[config.mk]
export PLATFORM = sky130hd
export DESIGN_NAME = wwd_top
export DESIGN_NICKNAME = d
export VERILOG_FILES = /design/src/wwd_pkg.sv /design/src/wwd_top.sv
export SDC_FILE = /design/constraint.sdc
export NUM_CORES = 1
export LEC_CHECK = 0
export BUFFER_PORTS_ARGS = -buffer_cell sky130_fd_sc_hd__buf_2
export CAP_MARGIN = 20
export CORE_UTILIZATION = 45
export DETAILED_ROUTE_END_ITERATION = 10
export GPL_ROUTABILITY_DRIVEN = 0
export PLACE_DENSITY = 0.69
export REMOVE_ABC_BUFFERS = 1
export SLEW_MARGIN = 20
export SYNTH_ARGS = -nofsm -noshare
export SYNTH_HDL_FRONTEND = slang
export SYNTH_SLANG_ARGS = --single-unit
[constraint.sdc]
create_clock -name hclk -period 2.8 [get_ports hclk]
set_input_delay 0.7 -clock hclk [delete_from_list [all_inputs] [get_ports hclk]]
set_output_delay 0.7 -clock hclk [all_outputs]
set_load 0.03 [all_outputs]
[src/wwd_pkg.sv]
// Package of register map, fields and counts for the windowed watchdog
package wwd_pkg;
	localparam logic [7:0] ADDR_CONTROL = 8'h00;
	localparam logic [7:0] ADDR_MODE = 8'h04;
	localparam logic [7:0] ADDR_COUNTER = 8'h08;
	localparam logic [7:0] ADDR_STATUS = 8'h0c;
	localparam logic [7:0] ADDR_MASK = 8'h10;
	localparam logic [7:0] CLEAR_KEY = 8'h5a;
	localparam int MODE_PERIOD_LSB = 0;
	localparam int MODE_WIN_BIT = 3;
	localparam int MODE_CLOSED_LSB = 16;
	localparam int CNT_W = 14;
	localparam logic [31:0] MODE_RESET = 32'h0000_0007;
	localparam int STS_IRQ_BIT = 0;
	localparam int STS_OVF_RST_BIT = 1;
	localparam int STS_INV_RST_BIT = 2;
	localparam logic [2:0] MASK_RESET = 3'h0;
	// Low speed clock 32.768 kHz over 32 gives the 1.024 kHz count tick
	localparam int LS_DIV = 32;
	localparam logic [4:0] LS_DIV_LAST = 5'(LS_DIV - 1);
	// Overflow periods in count ticks: 7.8 ms .. 8 s at 1.024 kHz
	localparam logic [CNT_W-1:0] PERIOD_TICKS [8] = '{
		14'h0008, 14'h0010, 14'h0020, 14'h0040,
		14'h0080, 14'h0200, 14'h0800, 14'h2000};
	localparam logic [1:0] STRAP_WAIT = 2'h3;
endpackage

[src/wwd_top.sv]
// Windowed watchdog timer with AHB-Lite register slave
// Behaviour
// - No window: first overflow interrupt, second resets
// - Window mode: first overflow resets, no interrupt
// - Window mode: clear while closed gives invalid-clear reset
// - No window: clear accepted anytime, restarts interval
// - Eight overflow periods, 7.8 ms to 8 s
// - Software sets closed and open window spans
// - Run enable fixed by strap at startup
// - Count clock: low speed /32 or RC oscillator
// - Low speed source gives 1.024 kHz tick
//
// Decided for this implementation: the register addresses and the AHB-Lite slave port.
`timescale 1ns/1ns
`default_nettype none
module wwd_top (
	input wire logic hclk,
	input wire logic hresetn,
	input wire logic por_n,
	input wire logic hsel,
	input wire logic [31:0] haddr,
	input wire logic [1:0] htrans,
	input wire logic hwrite,
	input wire logic [2:0] hsize,
	input wire logic [31:0] hwdata,
	input wire logic hready,
	output logic [31:0] hrdata,
	output logic hreadyout,
	output logic hresp,
	input wire logic low_speed_clock,
	input wire logic kilohertz_rc_oscillator,
	input wire logic opt_wdt_enable,
	input wire logic opt_rc_select,
	output logic wdt_irq,
	output logic wdt_overflow_reset,
	output logic wdt_invalid_clear_reset
);
	localparam int CNT_W_L = wwd_pkg::CNT_W;
	logic [2:0] ls_sync_r;
	logic [2:0] rc_sync_r;
	logic [1:0] en_sync_r;
	logic [1:0] sel_sync_r;
	logic [1:0] strap_cnt_r;
	logic run_en_r;
	logic rc_sel_r;
	logic [4:0] div_r;
	logic tick;
	logic [CNT_W_L-1:0] cnt_r;
	logic second_r;
	logic [31:0] mode_r;
	logic [2:0] mask_r;
	logic sts_irq_r;
	logic sts_ovf_r;
	logic sts_inv_r;
	logic ovf_rst_r;
	logic inv_rst_r;
	logic wr_pend_r;
	logic [7:0] wr_addr_r;
	logic [31:0] hrdata_r;
	logic addr_ok;
	logic [7:0] a_off;
	logic rd_status;
	logic clr_req;
	logic win_en;
	logic [CNT_W_L-1:0] closed_ticks;
	logic [CNT_W_L-1:0] period;
	logic ovf_ev;
	logic [2:0] sts_all;

	// Pin synchronisers; only the settled stages feed edge detection
	always_ff @(posedge hclk or negedge hresetn) begin
		if (!hresetn) begin
			ls_sync_r <= 3'h0;
			rc_sync_r <= 3'h0;
			en_sync_r <= 2'h0;
			sel_sync_r <= 2'h0;
		end else begin
			ls_sync_r <= {ls_sync_r[1:0], low_speed_clock};
			rc_sync_r <= {rc_sync_r[1:0], kilohertz_rc_oscillator};
			en_sync_r <= {en_sync_r[0], opt_wdt_enable};
			sel_sync_r <= {sel_sync_r[0], opt_rc_select};
		end
	end

	// Straps are caught once after release; runtime writes cannot stop the dog
	always_ff @(posedge hclk or negedge hresetn) begin
		if (!hresetn) begin
			strap_cnt_r <= 2'h0;
			run_en_r <= 1'b0;
			rc_sel_r <= 1'b0;
		end else if (strap_cnt_r != wwd_pkg::STRAP_WAIT) begin
			strap_cnt_r <= strap_cnt_r + 2'h1;
			if (strap_cnt_r == wwd_pkg::STRAP_WAIT - 2'h1) begin
				run_en_r <= en_sync_r[1];
				rc_sel_r <= sel_sync_r[1];
			end
		end
	end

	AST_STRAP_HOLD: assert property (@(posedge hclk) disable iff (!hresetn)
		strap_cnt_r == wwd_pkg::STRAP_WAIT |=> $stable(run_en_r) && $stable(rc_sel_r))
		else $error("strap latch changed after startup");
	AST_STRAP_EARLY: assert property (@(posedge hclk) disable iff (!hresetn)
		strap_cnt_r != wwd_pkg::STRAP_WAIT |-> !run_en_r)
		else $error("watchdog ran before straps settled");

	// Count tick from the chosen source
	always_ff @(posedge hclk or negedge hresetn) begin
		if (!hresetn) begin
			div_r <= 5'h0;
		end else if (ls_sync_r[1] && !ls_sync_r[2]) begin
			div_r <= div_r + 5'h1;
		end
	end
	assign tick = rc_sel_r ? (rc_sync_r[1] && !rc_sync_r[2])
		: (ls_sync_r[1] && !ls_sync_r[2] && div_r == wwd_pkg::LS_DIV_LAST);

	AST_LS_STEP: assert property (@(posedge hclk) disable iff (!hresetn)
		ls_sync_r[1] && !ls_sync_r[2] |=> div_r == $past(div_r) + 5'h1)
		else $error("low speed divider missed an edge");
	AST_TICK_ONCE: assert property (@(posedge hclk) disable iff (!hresetn)
		tick |=> !tick)
		else $error("one source edge gave more than one tick");

	// Register bus decode
	assign a_off = haddr[7:0];
	assign addr_ok = hsel && hready && htrans[1];
	assign rd_status = addr_ok && !hwrite && a_off == wwd_pkg::ADDR_STATUS;
	assign clr_req = wr_pend_r && wr_addr_r == wwd_pkg::ADDR_CONTROL
		&& hwdata[7:0] == wwd_pkg::CLEAR_KEY;
	assign win_en = mode_r[wwd_pkg::MODE_WIN_BIT];
	assign closed_ticks = mode_r[wwd_pkg::MODE_CLOSED_LSB +: CNT_W_L];
	assign period = wwd_pkg::PERIOD_TICKS[mode_r[wwd_pkg::MODE_PERIOD_LSB +: 3]];
	// Period change mid-count may leave cnt_r above it; >= still overflows
	assign ovf_ev = run_en_r && tick && !clr_req && cnt_r >= period - 14'h1;
	assign sts_all = {sts_inv_r, sts_ovf_r, sts_irq_r};

	always_ff @(posedge hclk or negedge hresetn) begin
		if (!hresetn) begin
			wr_pend_r <= 1'b0;
			wr_addr_r <= 8'h0;
		end else begin
			wr_pend_r <= addr_ok && hwrite;
			wr_addr_r <= a_off;
		end
	end

	always_ff @(posedge hclk or negedge hresetn) begin
		if (!hresetn) begin
			mode_r <= wwd_pkg::MODE_RESET;
			mask_r <= wwd_pkg::MASK_RESET;
		end else if (wr_pend_r) begin
			if (wr_addr_r == wwd_pkg::ADDR_MODE) begin
				mode_r <= hwdata & 32'h3fff_000f;
			end
			if (wr_addr_r == wwd_pkg::ADDR_MASK) begin
				mask_r <= hwdata[2:0];
			end
		end
	end

	// Read data registered in the address phase, valid in the data phase
	always_ff @(posedge hclk or negedge hresetn) begin
		if (!hresetn) begin
			hrdata_r <= 32'h0;
		end else if (addr_ok && !hwrite) begin
			unique case (a_off)
				wwd_pkg::ADDR_CONTROL: hrdata_r <= {31'h0, run_en_r};
				wwd_pkg::ADDR_MODE: hrdata_r <= mode_r;
				wwd_pkg::ADDR_COUNTER: hrdata_r <= {18'h0, cnt_r};
				wwd_pkg::ADDR_STATUS: hrdata_r <= {29'h0, sts_all};
				wwd_pkg::ADDR_MASK: hrdata_r <= {29'h0, mask_r};
				default: hrdata_r <= 32'h0;
			endcase
		end
	end
	assign hrdata = hrdata_r;
	assign hreadyout = 1'b1;
	assign hresp = 1'b0;

	AST_STS_READ: assert property (@(posedge hclk) disable iff (!hresetn || !por_n)
		rd_status |=> hrdata[2:0] == $past(sts_all))
		else $error("status read did not return the value before clearing");
	AST_MODE_WRITE: assert property (@(posedge hclk) disable iff (!hresetn)
		wr_pend_r && wr_addr_r == wwd_pkg::ADDR_MODE
		|=> closed_ticks == $past(hwdata[wwd_pkg::MODE_CLOSED_LSB +: CNT_W_L]))
		else $error("closed window span not taken from mode write");

	// Counter and overflow sequencing
	always_ff @(posedge hclk or negedge hresetn) begin
		if (!hresetn) begin
			cnt_r <= 14'h0;
			second_r <= 1'b0;
		end else if (!run_en_r) begin
			cnt_r <= 14'h0;
			second_r <= 1'b0;
		end else if (clr_req) begin
			cnt_r <= 14'h0;
			second_r <= 1'b0;
		end else if (ovf_ev) begin
			cnt_r <= 14'h0;
			second_r <= !win_en && !second_r;
		end else if (tick) begin
			cnt_r <= cnt_r + 14'h1;
		end
	end

	// Clear wins over a coincident tick, so a late clear is never lost
	AST_COUNT_STEP: assert property (@(posedge hclk) disable iff (!hresetn)
		run_en_r && tick && !clr_req && !ovf_ev |=> cnt_r == $past(cnt_r) + 14'h1)
		else $error("counter did not step on a tick");
	AST_COUNT_HOLD: assert property (@(posedge hclk) disable iff (!hresetn)
		run_en_r && !tick && !clr_req |=> $stable(cnt_r))
		else $error("counter moved without a tick");
	AST_CLR_RESTART: assert property (@(posedge hclk) disable iff (!hresetn)
		run_en_r && clr_req |=> !second_r && cnt_r == 14'h0)
		else $error("clear did not restart the overflow sequence");

	always_ff @(posedge hclk or negedge hresetn) begin
		if (!hresetn) begin
			ovf_rst_r <= 1'b0;
			inv_rst_r <= 1'b0;
		end else begin
			ovf_rst_r <= ovf_ev && (win_en || second_r);
			inv_rst_r <= run_en_r && clr_req && win_en && cnt_r < closed_ticks;
		end
	end
	assign wdt_overflow_reset = ovf_rst_r;
	assign wdt_invalid_clear_reset = inv_rst_r;

	AST_OVF_PULSE: assert property (@(posedge hclk) disable iff (!hresetn)
		ovf_rst_r |=> !ovf_rst_r)
		else $error("overflow reset longer than one cycle");
	AST_INV_ONLY_CLR: assert property (@(posedge hclk) disable iff (!hresetn)
		!(run_en_r && clr_req) |=> !inv_rst_r)
		else $error("invalid-clear reset without a clear");
	AST_OPEN_CLR: assert property (@(posedge hclk) disable iff (!hresetn)
		run_en_r && clr_req && win_en && cnt_r >= closed_ticks |=> !inv_rst_r && cnt_r == 14'h0)
		else $error("clear in open window was refused");
	AST_NO_SPURIOUS_RST: assert property (@(posedge hclk) disable iff (!hresetn)
		!ovf_ev |=> !ovf_rst_r)
		else $error("overflow reset without an overflow");

	// Sticky interrupt bit; a set in the read cycle wins
	always_ff @(posedge hclk or negedge hresetn) begin
		if (!hresetn) begin
			sts_irq_r <= 1'b0;
		end else begin
			sts_irq_r <= (sts_irq_r && !rd_status) || (ovf_ev && !win_en && !second_r);
		end
	end

	AST_IRQ_STICKY: assert property (@(posedge hclk) disable iff (!hresetn)
		sts_irq_r && !rd_status |=> sts_irq_r)
		else $error("interrupt status lost without a read");
	AST_IRQ_CLEAR: assert property (@(posedge hclk) disable iff (!hresetn)
		rd_status && !ovf_ev |=> !sts_irq_r)
		else $error("status read did not clear the interrupt bit");

	// Cause bits survive the watchdog reset itself: only power-on or a status read clears them
	always_ff @(posedge hclk or negedge por_n) begin
		if (!por_n) begin
			sts_ovf_r <= 1'b0;
			sts_inv_r <= 1'b0;
		end else begin
			sts_ovf_r <= (sts_ovf_r && !rd_status) || ovf_rst_r;
			sts_inv_r <= (sts_inv_r && !rd_status) || inv_rst_r;
		end
	end
	assign wdt_irq = |(sts_all & mask_r);

	AST_CAUSE_INV: assert property (@(posedge hclk) disable iff (!hresetn || !por_n)
		inv_rst_r |=> sts_inv_r)
		else $error("invalid-clear reset cause not recorded");

	AST_FIRST_OVF_IRQ: assert property (@(posedge hclk) disable iff (!hresetn)
		ovf_ev && !win_en && !second_r |=> sts_irq_r && !ovf_rst_r && second_r)
		else $error("first overflow without window did not raise interrupt");
	AST_SECOND_OVF_RST: assert property (@(posedge hclk) disable iff (!hresetn)
		ovf_ev && !win_en && second_r |=> ovf_rst_r ##1 !ovf_rst_r)
		else $error("second overflow did not give one reset pulse");
	AST_WIN_OVF_RST: assert property (@(posedge hclk) disable iff (!hresetn)
		ovf_ev && win_en |=> ovf_rst_r && !$rose(sts_irq_r))
		else $error("window overflow did not reset or touched interrupt");
	AST_INVALID_CLR: assert property (@(posedge hclk) disable iff (!hresetn)
		run_en_r && clr_req && win_en && cnt_r < closed_ticks |=> inv_rst_r && cnt_r == 14'h0)
		else $error("clear in closed window did not give invalid-clear reset");
	AST_NOWIN_CLR: assert property (@(posedge hclk) disable iff (!hresetn)
		run_en_r && clr_req && !win_en |=> cnt_r == 14'h0 && !inv_rst_r && !ovf_rst_r)
		else $error("clear without window was not accepted");
	AST_PERIOD: assert property (@(posedge hclk) disable iff (!hresetn)
		run_en_r && tick && !clr_req && $stable(mode_r) && cnt_r == period - 14'h1
		|=> cnt_r == 14'h0 && (ovf_rst_r || second_r))
		else $error("overflow did not occur at selected period");
	AST_DISABLED: assert property (@(posedge hclk) disable iff (!hresetn)
		!run_en_r |-> cnt_r == 14'h0 && !ovf_rst_r && !inv_rst_r)
		else $error("disabled watchdog counted or reset");
	AST_CAUSE: assert property (@(posedge hclk) disable iff (!hresetn || !por_n)
		ovf_rst_r |=> sts_ovf_r)
		else $error("overflow reset cause not recorded");
	AST_LS_TICK: assert property (@(posedge hclk) disable iff (!hresetn)
		tick && !rc_sel_r |-> div_r == 5'h1f)
		else $error("low speed tick not on every 32nd edge");
endmodule
`default_nettype wire

==> results_dict.tcl <==
set metrics [dict create \
    ys_seq_area_frac 0.5331 \
    tightest_slew_ps 675.4 \
    ir_worst_vdd_v 0.0004313 \
    grt_setup_unrepaired "no" \
    layout-drive-gt1-share 0.2436 \
    yosysWarnings 0 \
    utilization 0.5423 \
    hold_viol_final 0 \
    synth_area_sq_um 4561 \
    coreArea_sq_um 9819 \
    yosysTopAreaCell "dfrtp_1" \
    dieArea_sq_um 10540 \
    path_class "flip-flop to flip-flop" \
    yosysUniqueCellTypes 49 \
    drtIter0Drc 161 \
    required_ps 3080 \
    rr_worst_depth 9 \
    io_buffers 71 \
    insertion_delay_ps 360 \
    cts_tree "yes" \
    final_antenna_net_count 0 \
    synth_edf_count 0 \
    cts-root-buf "clkbuf_8" \
    critPathMaxFanout 20 \
    dp_hpwl_microns 7316 \
    worst_path_largest_cell_delay_ps 610 \
    max_freq_ghz 0.4068 \
    gr-total-overflow 0 \
    endpoint_kind "flip-flop" \
    min_period_ps 2458 \
    start_util 0.4644 \
    slew_viol_final 0 \
    std_cell_rows 36 \
    cp.arrival_ps 2740 \
    worstSetupStartpointType "flip-flop" \
    htree_levels 3 \
    ios 116 \
    grt_max_degree 58 \
    num_antenna_cells 0 \
    crit_buf_inv 1 \
    clkTransAtPathRegs_ps 90 \
    ys_ff_latch 97 \
    cpLargestDelayFamily "compound AO/OA/AOI/OAI gates" \
    num_vias 3498 \
    mostFrequentLayoutCell "dfrtp_1" \
    cts_made_buffers 9 \
    track_usage 0.1998 \
    rr_startpoint "div_r[0]" \
    cts_hold_buf 0 \
    cts.sinks 97 \
    power.leakage_nw 2.675 \
    firstDrtPassIters 6 \
    wl_per_cell_microns 15.61 \
    synth_top_area_share 0.5158 \
    finClkSkew_ps 13.08 \
    cp.depth 9 \
    die_h_microns 102.7 \
    cts_buffer_depth 2 \
    fill_cells 909 \
    avgSynthCellArea_sq_um 10.83 \
    setup_viol 0 \
    cp-startpoint "div_r[0]" \
    outcome "completed" \
    vias_per_cell 5.483 \
    antenna_found_initial 0 \
    fin_nets 608 \
    synth-async-reset-ratio 1.000 \
    grt_pass1_wl_microns 15850 \
    hp-class "input port to asynchronous set/reset pin" \
    cp_slowest_cell "a211oi_4" \
    area_growth_pct 16.76 \
    relSlewSlack 0.5483 \
    synth_area_leaders "dfrtp_1 52%, ha_1 8.0%, a22o_1 5.0%, o21ai_0 4.4%, nand2_1 4.0%" \
    dp_slack_ps 170.6 \
    cap_violations 0 \
    final_cell_mix "94 x dfrtp_1, 70 x buf_2, 48 x nand2_1" \
    synthesis.instances 421 \
    setup_ws_ps 341.9 \
    drcViolationCount 0 \
    synth_ff_type "dfrtp_1" \
    p_per_area_nw_per_um2 493.3 \
    post-route-period-util 0.8779 \
    die_x_microns 102.7 \
    crit_chain "ha_1 > and3_1 > ha_1 > nand3b_1 > o21ai_0 > a211oi_4 > buf_4 > o21ai_0 > a21oi_1" \
    setup_tns_ps 0 \
    routed_wl_microns 9956 \
    grt_pass1_vias 3315 \
]
[report_power, final]
group	switching [mW]	leakage, nW	internal (mW)
Sequential	0.0425	1.20	1.46
Clock	0.493	0.0985	0.439
Combinational	0.110	1.37	0.0837
[repair_timing]
action	4_1_cts	5_1_grt
endpoints found under the setup margin	0	3
resized for setup	0	1
setup buffers	0	0
[worst paths after layout]
| path | to | slack, ps |
|---|---|---|
| max | cnt_r[7] | 340 |
| min | sts_ovf_r | 100 |
| max reg2reg | cnt_r[7] | 340 |
| min reg2reg | ls_sync_r[1] | 350 |
| max in group asynchronous | mode_r[2] | 1820 |
| min in group hclk | ls_sync_r[1] | 350 |
[cell families (layout without fill, tap and decap cells)]
family	Yosys count	in the layout	synth area share
fa+ha+maj	29	29	0.07956
xor+xnor	4	4	0.007683
compound gates	110	110	0.1558
other cells	2	7	0.001647
simple gates	124	124	0.1487
flops	97	97	0.5331
buf+inv	41	120	0.04005
mux	14	14	0.03347
[metal layers]
metal / track usage / wire length (microns) / vias up
met1: 0.2464 / 4230 / 1718
met5: 0 / 0 / -
met3: 0.05017 / 463 / 16
met2: 0.3451 / 5117 / 105
met4: 0.06044 / 144 / 0
li1: - / - / 1659
[stage by stage]
| stage | cells | power (mW) | hold slack [ps] | area (sq um) |
|---|---|---|---|---|
| floorplan | 405 | 1.621 | 331.2 | 4472 |
| global placement | 622 | 1.710 | 331.8 | 5112 |
| detailed placement | 622 | 1.724 | 335.5 | 5112 |
| CTS | 638 | 2.650 | 84.33 | 5318 |
| global route | 638 | 2.749 | 69.32 | 5325 |
| finish | 638 | 2.627 | 99.35 | 5325 |
[sequential cells by signal, indices dropped and copies added (netlist names), 2 cells and up]
signal / count
hrdata: 28
ls_sync_r: 3
strap_cnt_r: 2
wr_addr_r: 8
div_r: 5
rc_sync_r: 3
en_sync_r: 2
cnt_r: 14
mode_r: 18
sel_sync_r: 2
mask_r: 3
[worst reg2reg max path: stages (launching register included)]
cell and delay, ps:
dfrtp_1 410, ha_1 220, and3_1 190, ha_1 180, nand3b_1 100, o21ai_0 200, a211oi_4 610, buf_4 250
o21ai_0 80, a21oi_1 150
[Yosys cell counts (all sizes together) (3+ instances only)]
library cell,instances
a21o,8
a21oi,24
a22o,26
buf,8
clkbuf,13
dfrtp,94
dfstp,3
ha,29
inv,20
mux2,10
mux2i,4
nand2,48
nand3,10
nand3b,3
nand4,9
nor2,11
nor2b,3
nor3,11
nor4,3
o21ai,40
or3,12
or4,4
xnor2,3
[cell type report]
| type | instances | area [sq um] | area share |
|---|---|---|---|
| flip-flops and latches | 97 | 2431 | 0.4565 |
| multi-input cells | 288 | 1979 | 0.3717 |
| repair buffers | 84 | 467.9 | 0.08788 |
| well taps | 133 | 166.4 | 0.03125 |
| clock buffers | 10 | 137.6 | 0.02585 |
| inverters | 20 | 75.07 | 0.01410 |
| clock inverters | 6 | 67.56 | 0.01269 |
(Power assumes the default switching activity.)
